$ cat src/logic/psp_pkg.sv
// psp_pkg: widths, register map, field positions and reset values
// for the serial-programmed synthesizer control block.
// assumes a 32-bit axi4-lite bus with byte addresses of 8 bits.
package psp_pkg;
    // serial register widths
    localparam int          MAIN_W        = 20;
    localparam int          EXT_W         = 8;
    // bus geometry
    localparam int          ADDR_W        = 8;
    localparam int          DATA_W        = 32;
    localparam int          STRB_W        = 4;
    // register byte addresses
    localparam logic [7:0]  ADDR_CTRL     = 8'h00;
    localparam logic [7:0]  ADDR_MAIN     = 8'h04;
    localparam logic [7:0]  ADDR_HOLD     = 8'h08;
    localparam logic [7:0]  ADDR_EXT      = 8'h0c;
    localparam logic [7:0]  ADDR_STAT     = 8'h10;
    localparam logic [7:0]  ADDR_PROG     = 8'h14;
    // control register fields
    localparam int          CTRL_W        = 3;
    localparam int          CTRL_OVR_EN   = 0;
    localparam int          CTRL_OVR_SEL  = 1;
    localparam int          CTRL_PD_EN    = 2;
    localparam logic [2:0]  CTRL_RST      = 3'h4;
    // status register fields
    localparam int          STAT_W        = 6;
    localparam int          STAT_LOCKED   = 0;
    localparam int          STAT_UP       = 1;
    localparam int          STAT_DOWN     = 2;
    localparam int          STAT_STROBE   = 3;
    localparam int          STAT_EXTMODE  = 4;
    localparam int          STAT_SRC      = 5;
    // bus responses
    localparam logic [1:0]  RESP_OKAY     = 2'h0;
    localparam logic [1:0]  RESP_SLVERR   = 2'h2;
    // idle levels of the pins at reset
    localparam logic [5:0]  PIN_IDLE      = 6'h14;
endpackage : psp_pkg

$ cat src/logic/psp_sync.sv
// psp_sync: two-stage synchroniser for a group of pin levels.
// assumes each bit is a slow level; no bus coherence is promised.
`timescale 1ns/1ns
module psp_sync #(
    parameter int           W    = 1,
    parameter logic [W-1:0] INIT = '0
) (
    input  wire logic         mclk,    // block clock
    input  wire logic         reset_n, // synchronous reset, active low
    input  wire logic [W-1:0] async_i, // raw pin levels
    output logic      [W-1:0] sync_o   // levels in the mclk domain
);
    logic [W-1:0] meta_q;

    // first stage feeds only the second
    always_ff @(posedge mclk) begin
        if (!reset_n) begin
            meta_q <= INIT;
            sync_o <= INIT;
        end else begin
            meta_q <= async_i;
            sync_o <= meta_q;
        end
    end
endmodule : psp_sync

$ cat src/logic/psp_pfd.sv
// psp_pfd: phase-frequency detector with active-low pulse outputs,
// their nand filter node and the open-drain lock indicator enable.
// assumes both comparison inputs are already synchronised to mclk.
`timescale 1ns/1ns
module psp_pfd
    import psp_pkg::*;
(
    input  wire logic mclk,        // block clock
    input  wire logic reset_n,     // synchronous reset, active low
    input  wire logic enable,      // detector enable
    input  wire logic main_s,      // main-divider comparison, synced
    input  wire logic ref_s,       // reference comparison, synced
    output logic      up_n_q,      // up pulse, active low
    output logic      down_n_q,    // down pulse, active low
    output logic      filter_q,    // nand of the two pulses
    output logic      lock_oe_n_q  // lock pin driven low when low
);
    logic main_d1_q;
    logic ref_d1_q;
    logic main_rise;
    logic ref_rise;
    logic up_set;
    logic down_set;
    logic up_n_d;
    logic down_n_d;
    logic filter_d;

    // edges of the comparison signals
    assign main_rise = main_s & ~main_d1_q;
    assign ref_rise  = ref_s & ~ref_d1_q;
    // a pulse holds until the lagging edge arrives, then both clear
    assign up_set    = ~up_n_q | ref_rise;
    assign down_set  = ~down_n_q | main_rise;
    assign up_n_d    = ~(enable & up_set & ~down_set);
    assign down_n_d  = ~(enable & down_set & ~up_set);
    assign filter_d  = ~(up_n_d & down_n_d);

    // detector state and pin flops
    always_ff @(posedge mclk) begin
        if (!reset_n) begin
            main_d1_q   <= 1'b0;
            ref_d1_q    <= 1'b0;
            up_n_q      <= 1'b1;
            down_n_q    <= 1'b1;
            filter_q    <= 1'b0;
            lock_oe_n_q <= 1'b1;
        end else begin
            main_d1_q   <= main_s;
            ref_d1_q    <= ref_s;
            up_n_q      <= up_n_d;
            down_n_q    <= down_n_d;
            filter_q    <= filter_d;
            lock_oe_n_q <= ~filter_d;
        end
    end

    // checks on the detector outputs
    property p_up_on_ref_lead;
        @(posedge mclk) disable iff (!reset_n)
        enable && ref_rise && !main_rise && down_n_q |=> !up_n_q;
    endproperty
    a_up_on_ref_lead: assert property (p_up_on_ref_lead)
        else $error("up pulse missing after reference lead");

    property p_down_on_main_lead;
        @(posedge mclk) disable iff (!reset_n)
        enable && main_rise && !ref_rise && up_n_q |=> !down_n_q;
    endproperty
    a_down_on_main_lead: assert property (p_down_on_main_lead)
        else $error("down pulse missing after main lead");

    property p_filter_nand;
        @(posedge mclk) disable iff (!reset_n)
        filter_q == ~(up_n_q & down_n_q);
    endproperty
    a_filter_nand: assert property (p_filter_nand)
        else $error("filter node is not nand of pulses");

    property p_lock_drive;
        @(posedge mclk) disable iff (!reset_n)
        (!up_n_q || !down_n_q) |-> !lock_oe_n_q ##0 filter_q;
    endproperty
    a_lock_drive: assert property (p_lock_drive)
        else $error("lock pin not driven while out of lock");

    c_up_pulse: cover property (@(posedge mclk) disable iff (!reset_n)
        !up_n_q ##1 up_n_q);
endmodule : psp_pfd

$ cat src/logic/psp_top.sv
// psp_top: serial programming port, counter word select and phase
// detector of an integer-n synthesizer, with an axi4-lite slave.
// assumes pins arrive asynchronous to mclk; serial clock is slow
// against mclk (well over four mclk periods per level).
//
// Implementation choices: the AXI4-Lite slave port and the placing of the registers.
`timescale 1ns/1ns
module psp_top
    import psp_pkg::*;
(
    input  wire logic              mclk,                  // block clock
    input  wire logic              reset_n,               // sync reset
    input  wire logic [ADDR_W-1:0] s_axi_awaddr,          // write address
    input  wire logic              s_axi_awvalid,         // aw valid
    output logic                   s_axi_awready,         // aw ready
    input  wire logic [DATA_W-1:0] s_axi_wdata,           // write data
    input  wire logic [STRB_W-1:0] s_axi_wstrb,           // byte enables
    input  wire logic              s_axi_wvalid,          // w valid
    output logic                   s_axi_wready,          // w ready
    output logic [1:0]             s_axi_bresp,           // write resp
    output logic                   s_axi_bvalid,          // b valid
    input  wire logic              s_axi_bready,          // b ready
    input  wire logic [ADDR_W-1:0] s_axi_araddr,          // read address
    input  wire logic              s_axi_arvalid,         // ar valid
    output logic                   s_axi_arready,         // ar ready
    output logic [DATA_W-1:0]      s_axi_rdata,           // read data
    output logic [1:0]             s_axi_rresp,           // read resp
    output logic                   s_axi_rvalid,          // r valid
    input  wire logic              s_axi_rready,          // r ready
    input  wire logic              serial_clk,            // shift clock pin
    input  wire logic              serial_data,           // serial data pin
    input  wire logic              load_strobe,           // load strobe pin
    input  wire logic              ext_write_en,          // ext reg select
    input  wire logic              ext_mode_n,            // ext mode, low on
    input  wire logic              counter_source_select, // 1 main, 0 hold
    input  wire logic              main_cmp,              // main divider out
    input  wire logic              ref_cmp,               // ref divider out
    output logic                   phase_up_pulse_n,      // up pulse
    output logic                   phase_down_pulse_n,    // down pulse
    output logic                   filter_node,           // pulse nand
    output logic                   lock_indicator_o,      // lock pin level
    output logic                   lock_indicator_oe_n,   // lock pin enable
    output logic                   aux_data_out,          // aux data pin
    output logic [MAIN_W-1:0]      counter_word,          // counter program
    output logic [EXT_W-1:0]       ext_word               // effective ext bits
);
    logic [5:0]        pins_s;
    logic              sclk_s;
    logic              sdata_s;
    logic              strobe_s;
    logic              ewr_s;
    logic              extn_s;
    logic              sel_s;
    logic [1:0]        cmp_s;
    logic              sclk_d1_q;
    logic              strobe_d1_q;
    logic              sclk_rise;
    logic              strobe_rise;
    logic              shift_main;
    logic              shift_ext;
    logic              sel_eff;
    logic [MAIN_W-1:0] main_q;
    logic [MAIN_W-1:0] hold_q;
    logic [EXT_W-1:0]  ext_q;
    logic [CTRL_W-1:0] ctrl_q;
    logic [ADDR_W-1:0] aw_addr_q;
    logic [DATA_W-1:0] w_data_q;
    logic [STRB_W-1:0] w_strb_q;
    logic              aw_got_q;
    logic              w_got_q;
    logic              wr_fire;
    logic              wr_ctrl;
    logic [STAT_W-1:0] status;
    logic [DATA_W-1:0] rd_mux;

    // true for every address the slave answers with okay
    function automatic logic is_mapped(input logic [ADDR_W-1:0] a);
        is_mapped = (a == ADDR_CTRL) || (a == ADDR_MAIN) ||
                    (a == ADDR_HOLD) || (a == ADDR_EXT)  ||
                    (a == ADDR_STAT) || (a == ADDR_PROG);
    endfunction : is_mapped

    // pin synchronisers, one group for the serial port and mode pins
    psp_sync #(
        .W    (6),
        .INIT (PIN_IDLE)
    ) u_pin_sync (
        .mclk    (mclk),
        .reset_n (reset_n),
        .async_i ({counter_source_select, ext_mode_n, ext_write_en,
                   load_strobe, serial_data, serial_clk}),
        .sync_o  (pins_s)
    );

    // synchronisers for the divider comparison signals
    psp_sync #(
        .W    (2),
        .INIT (2'h0)
    ) u_cmp_sync (
        .mclk    (mclk),
        .reset_n (reset_n),
        .async_i ({ref_cmp, main_cmp}),
        .sync_o  (cmp_s)
    );

    assign sclk_s   = pins_s[0];
    assign sdata_s  = pins_s[1];
    assign strobe_s = pins_s[2];
    assign ewr_s    = pins_s[3];
    assign extn_s   = pins_s[4];
    assign sel_s    = pins_s[5];

    // edges of shift clock and strobe, and shift routing
    assign sclk_rise   = sclk_s & ~sclk_d1_q;
    assign strobe_rise = strobe_s & ~strobe_d1_q;
    assign shift_main  = sclk_rise & ~strobe_s & ~ewr_s;
    assign shift_ext   = sclk_rise & ~strobe_s & ewr_s;
    assign sel_eff     = ctrl_q[CTRL_OVR_EN] ? ctrl_q[CTRL_OVR_SEL] : sel_s;

    // edge history
    always_ff @(posedge mclk) begin
        if (!reset_n) begin
            sclk_d1_q   <= 1'b0;
            strobe_d1_q <= 1'b1;
        end else begin
            sclk_d1_q   <= sclk_s;
            strobe_d1_q <= strobe_s;
        end
    end

    // serial shift registers, first bit ends at the top
    always_ff @(posedge mclk) begin
        if (!reset_n) begin
            main_q <= '0;
            ext_q  <= '0;
        end else begin
            if (shift_main)
                main_q <= {main_q[MAIN_W-2:0], sdata_s};
            if (shift_ext)
                ext_q <= {ext_q[EXT_W-2:0], sdata_s};
        end
    end

    // holding register loads only on strobe rise
    always_ff @(posedge mclk) begin
        if (!reset_n)
            hold_q <= '0;
        else if (strobe_rise)
            hold_q <= main_q;
    end

    // programming word, effective extension bits and aux output
    always_ff @(posedge mclk) begin
        if (!reset_n) begin
            counter_word     <= '0;
            ext_word         <= '0;
            aux_data_out     <= 1'b0;
            lock_indicator_o <= 1'b0;
        end else begin
            counter_word     <= sel_eff ? main_q : hold_q;
            ext_word         <= extn_s ? '0 : ext_q;
            aux_data_out     <= ~extn_s & main_q[MAIN_W-1];
            lock_indicator_o <= 1'b0;
        end
    end

    // phase detector and lock outputs
    psp_pfd u_pfd (
        .mclk        (mclk),
        .reset_n     (reset_n),
        .enable      (ctrl_q[CTRL_PD_EN]),
        .main_s      (cmp_s[0]),
        .ref_s       (cmp_s[1]),
        .up_n_q      (phase_up_pulse_n),
        .down_n_q    (phase_down_pulse_n),
        .filter_q    (filter_node),
        .lock_oe_n_q (lock_indicator_oe_n)
    );

    // write channel: address and data taken in either order
    assign wr_fire = aw_got_q & w_got_q;
    assign wr_ctrl = wr_fire & (aw_addr_q == ADDR_CTRL) & w_strb_q[0];

    always_ff @(posedge mclk) begin
        if (!reset_n) begin
            aw_got_q      <= 1'b0;
            w_got_q       <= 1'b0;
            aw_addr_q     <= '0;
            w_data_q      <= '0;
            w_strb_q      <= '0;
            s_axi_awready <= 1'b1;
            s_axi_wready  <= 1'b1;
            s_axi_bvalid  <= 1'b0;
            s_axi_bresp   <= RESP_OKAY;
        end else begin
            if (s_axi_awvalid && s_axi_awready) begin
                aw_addr_q     <= s_axi_awaddr;
                aw_got_q      <= 1'b1;
                s_axi_awready <= 1'b0;
            end
            if (s_axi_wvalid && s_axi_wready) begin
                w_data_q     <= s_axi_wdata;
                w_strb_q     <= s_axi_wstrb;
                w_got_q      <= 1'b1;
                s_axi_wready <= 1'b0;
            end
            if (wr_fire) begin
                aw_got_q     <= 1'b0;
                w_got_q      <= 1'b0;
                s_axi_bvalid <= 1'b1;
                s_axi_bresp  <= is_mapped(aw_addr_q) ? RESP_OKAY
                                                     : RESP_SLVERR;
            end
            if (s_axi_bvalid && s_axi_bready) begin
                s_axi_bvalid  <= 1'b0;
                s_axi_awready <= 1'b1;
                s_axi_wready  <= 1'b1;
            end
        end
    end

    // control register, low byte only
    always_ff @(posedge mclk) begin
        if (!reset_n)
            ctrl_q <= CTRL_RST;
        else if (wr_ctrl)
            ctrl_q <= w_data_q[CTRL_W-1:0];
    end

    // status and read selection
    assign status[STAT_LOCKED]  = ~filter_node;
    assign status[STAT_UP]      = ~phase_up_pulse_n;
    assign status[STAT_DOWN]    = ~phase_down_pulse_n;
    assign status[STAT_STROBE]  = strobe_s;
    assign status[STAT_EXTMODE] = ~extn_s;
    assign status[STAT_SRC]     = sel_eff;
    assign rd_mux =
        (s_axi_araddr == ADDR_CTRL) ? DATA_W'(ctrl_q)       :
        (s_axi_araddr == ADDR_MAIN) ? DATA_W'(main_q)       :
        (s_axi_araddr == ADDR_HOLD) ? DATA_W'(hold_q)       :
        (s_axi_araddr == ADDR_EXT)  ? DATA_W'(ext_q)        :
        (s_axi_araddr == ADDR_STAT) ? DATA_W'(status)       :
        (s_axi_araddr == ADDR_PROG) ? DATA_W'(counter_word) : '0;

    // read channel, one transfer at a time
    always_ff @(posedge mclk) begin
        if (!reset_n) begin
            s_axi_arready <= 1'b1;
            s_axi_rvalid  <= 1'b0;
            s_axi_rdata   <= '0;
            s_axi_rresp   <= RESP_OKAY;
        end else if (s_axi_arvalid && s_axi_arready) begin
            s_axi_arready <= 1'b0;
            s_axi_rvalid  <= 1'b1;
            s_axi_rdata   <= rd_mux;
            s_axi_rresp   <= is_mapped(s_axi_araddr) ? RESP_OKAY
                                                     : RESP_SLVERR;
        end else if (s_axi_rvalid && s_axi_rready) begin
            s_axi_rvalid  <= 1'b0;
            s_axi_arready <= 1'b1;
        end
    end

    // checks on the serial port, counter word and write response
    property p_shift_main;
        @(posedge mclk) disable iff (!reset_n)
        shift_main |=> main_q == {$past(main_q[MAIN_W-2:0]), $past(sdata_s)}
                       && $stable(ext_q);
    endproperty
    a_shift_main: assert property (p_shift_main)
        else $error("main register did not shift");

    property p_shift_ext;
        @(posedge mclk) disable iff (!reset_n)
        shift_ext |=> ext_q == {$past(ext_q[EXT_W-2:0]), $past(sdata_s)}
                      && $stable(main_q);
    endproperty
    a_shift_ext: assert property (p_shift_ext)
        else $error("extension register did not shift");

    property p_strobe_high_blocks;
        @(posedge mclk) disable iff (!reset_n)
        strobe_s |=> $stable(main_q) && $stable(ext_q);
    endproperty
    a_strobe_high_blocks: assert property (p_strobe_high_blocks)
        else $error("bits accepted while strobe high");

    property p_load;
        @(posedge mclk) disable iff (!reset_n)
        strobe_rise |=> hold_q == $past(main_q);
    endproperty
    a_load: assert property (p_load)
        else $error("holding register missed the load");

    property p_hold_keep;
        @(posedge mclk) disable iff (!reset_n)
        !strobe_rise |=> $stable(hold_q);
    endproperty
    a_hold_keep: assert property (p_hold_keep)
        else $error("holding register changed without strobe");

    property p_select;
        @(posedge mclk) disable iff (!reset_n)
        1'b1 |=> counter_word == ($past(sel_eff) ? $past(main_q)
                                                 : $past(hold_q));
    endproperty
    a_select: assert property (p_select)
        else $error("counter word from wrong source");

    property p_ext_gate;
        @(posedge mclk) disable iff (!reset_n)
        extn_s |=> ext_word == '0 && !aux_data_out;
    endproperty
    a_ext_gate: assert property (p_ext_gate)
        else $error("extension bits active outside extension mode");

    property p_bresp_hold;
        @(posedge mclk) disable iff (!reset_n)
        s_axi_bvalid && !s_axi_bready |=> s_axi_bvalid && $stable(s_axi_bresp);
    endproperty
    a_bresp_hold: assert property (p_bresp_hold)
        else $error("write response dropped early");

    c_load: cover property (@(posedge mclk) disable iff (!reset_n)
        shift_main ##[1:200] strobe_rise);
    c_ext: cover property (@(posedge mclk) disable iff (!reset_n)
        shift_ext && !extn_s);
    c_read: cover property (@(posedge mclk) disable iff (!reset_n)
        s_axi_rvalid && s_axi_rready);
endmodule : psp_top

$ cat config.mk
export PLATFORM = sky130hd
export DESIGN_NAME = psp_top
export DESIGN_NICKNAME = d
export VERILOG_FILES = /design/src/logic/psp_pkg.sv /design/src/logic/psp_sync.sv /design/src/logic/psp_pfd.sv /design/src/logic/psp_top.sv
export SDC_FILE = /design/constraint.sdc
export NUM_CORES = 1
export LEC_CHECK = 0
export BUFFER_PORTS_ARGS = -buffer_cell sky130_fd_sc_hd__buf_2
export CAP_MARGIN = 20
export CORE_UTILIZATION = 40
export CTS_BUF_LIST = sky130_fd_sc_hd__clkbuf_4
export DETAILED_ROUTE_END_ITERATION = 8
export GPL_TIMING_DRIVEN = 0
export PLACE_DENSITY = 0.71
export SYNTH_ARGS = -nofsm -noshare
export SYNTH_HDL_FRONTEND = slang
export SYNTH_SLANG_ARGS = --single-unit
$ cat constraint.sdc
create_clock -name mclk -period 1.2 [get_ports mclk]
set_input_delay 0.06 -clock mclk [delete_from_list [all_inputs] [get_ports mclk]]
set_output_delay 0.06 -clock mclk [all_outputs]
set_load 0.02 [all_outputs]
Yosys cells after proc, flatten, opt, wreduce, memory -nomap -nowiden
Index checks and enable logic that the tools add are counted.
- register bits: 159
- latch bits: 0
- bits in writable memories: 0
- memory bits (read-only): 0
- output and inout port bits: 75
- memories kept: 0
- add/sub/neg operators: 0
- multipliers: 0
- div/mod/pow operators: 0
- magnitude comparators: 0
- equality and inequality tests: 10
- shift-type cells: 0
- mux-type cells: 14
- bitwise operators: 34
- reductions and logical operators: 21
- operator list (operator ; count):
    two-way mux 20 bit ; 7
    == test 8 x 4 -> 1 bit (second input constant) ; 4
    == test 8 x 5 -> 1 bit (second input constant) ; 4
    bitwise AND 1 bit ; 16
    == test 8 x 3 -> 1 bit (second input constant) ; 2
    logical NOT 8 bit ; 2
    inverter 1 bit ; 16
    logical OR 1 bit ; 10
    OR reduction 2 bit ; 3
    logical AND 1 bit ; 5
    two-way mux 1 bit ; 5
    two-way mux 2 bit ; 2
    OR 1 bit ; 2
    nonzero test 2 bit ; 1

Logic depth before layout (Yosys ltp)
- word-level depth: 8
- depth in mapped cells: 6

By module
From an unflattened synthesis, not the netlist that was laid out.
- cells, all modules: 661
- area total of the unflattened synthesis: 5919.4 um^2
- modules (own cells, without submodules) (module ; times used ; cells an instance ; area an instance (um^2) ; sequential area each (um^2)):
    psp_top ; 1 ; 610 ; 5293.8 ; 2462.4
    psp_sync (u_pin_sync) ; 1 ; 25 ; 322.8 ; 240.2
    psp_pfd ; 1 ; 18 ; 197.7 ; 120.1
    psp_sync (u_cmp_sync) ; 1 ; 8 ; 105.1 ; 80.1

Worst setup path after synthesis
Ideal clock, no wire load.
- path kind: reg2reg
- from: register s_axi_arready
- to: register s_axi_rdata[10]
- setup time: 0.084 ns
- arrival time: 1.387 ns
- data required time: 1.116 ns
- path slack: -0.272 ns
- stages on the path, launching flop included: 5
- buffers on the path: 1
- period minus slack after synthesis: 1.472 ns
- path through: dfxtp_1 -> nand2_1 -> or3_4 -> buf_6 -> o31ai_2
- word-level cells in the longest chain between the ends: 1
- RTL lines (element ; line ; RTL):
    start: declaration ; psp_top.sv:25 ; output logic s_axi_arready,
    start signal: assignment ; psp_top.sv:248 ; s_axi_arready <= 1'b1;
    start signal: assignment ; psp_top.sv:253 ; s_axi_arready <= 1'b0;
    start signal: assignment ; psp_top.sv:260 ; s_axi_arready <= 1'b1;
    logical AND 1 bit ; psp_top.sv:252 ; end else if (s_axi_arvalid && s_axi_arready) begin
    end signal: assignment ; psp_top.sv:255 ; s_axi_rdata <= rd_mux;
    end: declaration ; psp_top.sv:26 ; output logic [DATA_W-1:0] s_axi_rdata,
Every way passes these cells.
A chain may end at the register's enable or synchronous reset.

Worst setup path after layout
- from: register u_pin_sync.sync_o[3]
- to: register main_q[16]
- word-level cells in the longest chain between the ends: 2
- RTL lines (element ; line ; RTL):
    start: declaration ; psp_sync.sv:11 ; output logic [W-1:0] sync_o
    start signal: assignment ; psp_sync.sv:22 ; sync_o <= meta_q;
    inverter 1 bit ; psp_top.sv:116 ; assign shift_main = sclk_rise & ~strobe_s & ~ewr_s;
    bitwise AND 1 bit ; psp_top.sv:116 ;
    end signal: assignment ; psp_top.sv:138 ; main_q <= {main_q[MAIN_W-2:0], sdata_s};
    end: declaration ; psp_top.sv:62 ; logic [MAIN_W-1:0] main_q;
Every way passes these cells.

==> impl_metrics.toml <==
[cts]
root_buffer = "clkbuf_4"
htree_num_levels = 4
numCtsBuffers = 17
clock_path_buffers = 2
cts_tree = "done"
clkSinkCount = 145
clock_latency_ps = 540
clk_pin_slew_ps = 110

[power]
switching_share = 0.2647
pwr-share-clk = 0.295
p_switching_w = 0.002211
comb_power_share = 0.110
leakagePower_nw = 3.067
p_per_area_mw_per_mm2 = 1085
intPower_w = 0.006142
ir_drop_mv = 0.6657
seqPwrFrac = 0.594

[layout]
fin_area_mm2 = 0.007696
area_growth_pct = 32.94
diodes = 0
drive_gt1_frac = 0.3138
final_core_util = 0.5502
stdcell_count = 1050
layout.nets = 925

[route]
vias = 5282
via_per_inst = 5.030
drt_iter0_drc = 368
drt-total-wl_mm = 15.81
drc = 0
firstDrtPassIters = 5
antenna_left = 0
wire_per_inst_um = 15.06

[hold_path]
hold_depth = 5
hold_class = "in2reg"

[yosys]
synth.area.top_cells = "dfxtp_1 50%, nand2_1 10%, a21oi_1 8.5%"
yosysMostFrequentCell = "nand2_1"
synth-main-ff-cell = "dfxtp_1"
yosysTopAreaCell = "dfxtp_1"
synthArstFlopShare = 0
synth_common_cells = "155 x nand2_1, 145 x dfxtp_1, 98 x a21oi_1"
synth-edff-count = 0
yosysWarnings = 0
yosysTopAreaCellShare = 0.5014
syn_inst = 691
yosys_register_bits = 145
ys_seq_area_frac = 0.5014
avgSynthCellArea_um2 = 8.378
syn_area_mm2 = 0.005789
synth_cell_type_count = 46

[floorplanning]
rows = 43
ios = 142
core_area_mm2 = 0.01399
start_util = 0.4139
die_x_um = 122.3
die_area_mm2 = 0.01496
die_h_um = 122.3

[setup_path]
path_depth = 4
cp_slowest_stage_delay_ps = 580
critPathCaptureType = "flop"
crit_chain = "or4b_4, buf_8, nand2_1, a21oi_1"
worstPathRequired_ps = 1610
critPathSlowestCell = "or4b_4"
reg2regPathDepth = 4
crit_arrival_ps = 1760
path_class = "reg2reg"
startpoint_type = "flop"
critPathBufInv = 1
critPathTopFamily = "simple AND/OR/NAND/NOR gates"
cp_max_fo = 10

[sta]
hold_viol = 0
slew_viol_final = 0
layout_worst_path_cycle_share = 1.124
timing.fmax_ghz = 0.7411
setup_viol = 59
worst_pin_slew_ps = 751.7
postLayoutSetupSlackWorst_ps = -149.4
rsz0062_at_grt = "true"
fin_worst_skew_ps = 8.951
layout_min_cycle_time_ps = 1349
max_slew_margin = 0.4989
hold_ws_ps = 90.13

[run_status]
status = "finished, violations left"
violations = "negative setup slack"

[placement]
io_buffers = 93
pre_cts_ws_ps = -473.2
gp_congestion = 0.8411
detailed_place_hpwl_mm = 10.72
dpl-instance-area_mm2 = 0.006585
placedCellCount = 978

[grt]
grt_pass1_wl_mm = 24.56
track_usage = 0.2159
gr-total-overflow = 0
antenna_found_initial = 0
grt_max_degree = 17
grt_pass1_vias = 4971

[run]
maxCapViolations = 0
## area by class of cell
| cell class | instances | area, um2 |
|---|---|---|
| Timing Repair Buffer | 136 | 957.2 |
| Tap cell | 180 | 225.2 |
| Buffer | 60 | 415.4 |
| Sequential cell | 145 | 2940 |
| Clock inverter | 10 | 46.29 |
| Fill cell | 1285 | 6292 |
| Inverter | 14 | 52.55 |
| Multi-Input combinational cell | 484 | 2902 |
| Clock buffer | 21 | 157.7 |
## what timing repair did
| action | CTS | global route |
|---|---|---|
| gates cloned | 3 | 2 |
| pin swaps | 7 | 28 |
| resized for setup | 62 | 94 |
| hold endpoints to repair | 34 | 1 |
| hold buffers | 27 | 1 |
| buffers inserted | 7 | 3 |
| endpoints found under the setup margin | 90 | 100 |
## routing by layer
layer / GRT usage / routed length, um / vias up
met5: 0 / 0 / -
met2: 0.3518 / 7693 / 193
met4: 0.07851 / 295 / 0
li1: - / - / 2641
met1: 0.2802 / 6923 / 2421
met3: 0.04647 / 897 / 27
## stage by stage
step	power, W	TNS [ps]
after floorplan	0.005547	-792.0
after global placement	0.005784	-34480
after detailed placement	0.005790	-36190
after CTS	0.008341	-4646
after global routing	0.008726	-8528
final	0.008353	-5606
## registers in the layout, summed over array words and instances, names as in the netlist, 2 cells and up
| name | flops |
|---|---|
| aw_addr_q | 8 |
| counter_word | 20 |
| ctrl_q | 3 |
| ext_q | 8 |
| ext_word | 8 |
| hold_q | 20 |
| main_q | 20 |
| s_axi_rdata | 20 |
| u_cmp_sync.meta_q | 2 |
| u_cmp_sync.sync_o | 2 |
| u_pin_sync.meta_q | 6 |
| u_pin_sync.sync_o | 6 |
| w_data_q | 3 |
## tightest hold or removal path, delay by kind of cell
family                 cells  cell delay, ps
and+or+nand+nor            4             400
buffers and inverters      1             120
## power by group through the flow
stage                     logic (W)  registers, W  clock network [W]
after global routing       0.000992       0.00498            0.00276
after detailed placement   0.000722       0.00507                  0
after CTS                  0.000857       0.00496            0.00252
final                      0.000923       0.00496            0.00247
after floorplan            0.000452       0.00510                  0
after global placement     0.000718       0.00507                  0
## layout by cell type, fill, tap and decap left out, drive strengths merged, types with 8 or more instances in the layout
cell type	netlist	layout
a21o	12	12
a21oi	98	98
and2	25	25
buf	31	144
clkbuf	31	45
clkinv	0	9
conb	1	15
dfxtp	145	145
dlygate4sd3	0	27
inv	14	14
mux2i	13	13
nand2	155	155
nand2b	8	8
nand3	32	32
nor2	33	33
nor2b	13	13
nor3	14	14
o21ai	14	14
o31ai	15	15
## path summary, 6_finish.rpt
| check | start | end | slack, ps |
|---|---|---|---|
| worst min-delay path | s_axi_araddr[6] | s_axi_rdata[2] | 90 |
| worst max register to register | u_pin_sync.sync_o[3] | main_q[16] | -150 |
| worst max-delay path | u_pin_sync.sync_o[3] | main_q[16] | -150 |
| worst min register to register | u_pin_sync.meta_q[4] | u_pin_sync.sync_o[4] | 420 |
## cells by family (layout without fill, tap and decap cells)
group | Yosys count | count (layout) | synth area share
simple gates | 289 | 289 | 0.2295
compound gates | 162 | 162 | 0.1723
flops | 145 | 145 | 0.5014
buf+inv | 76 | 241 | 0.06397
mux | 18 | 18 | 0.03220
other cells | 1 | 15 | 0.0006477
Note: power is estimated with default switching activity, not from simulation.
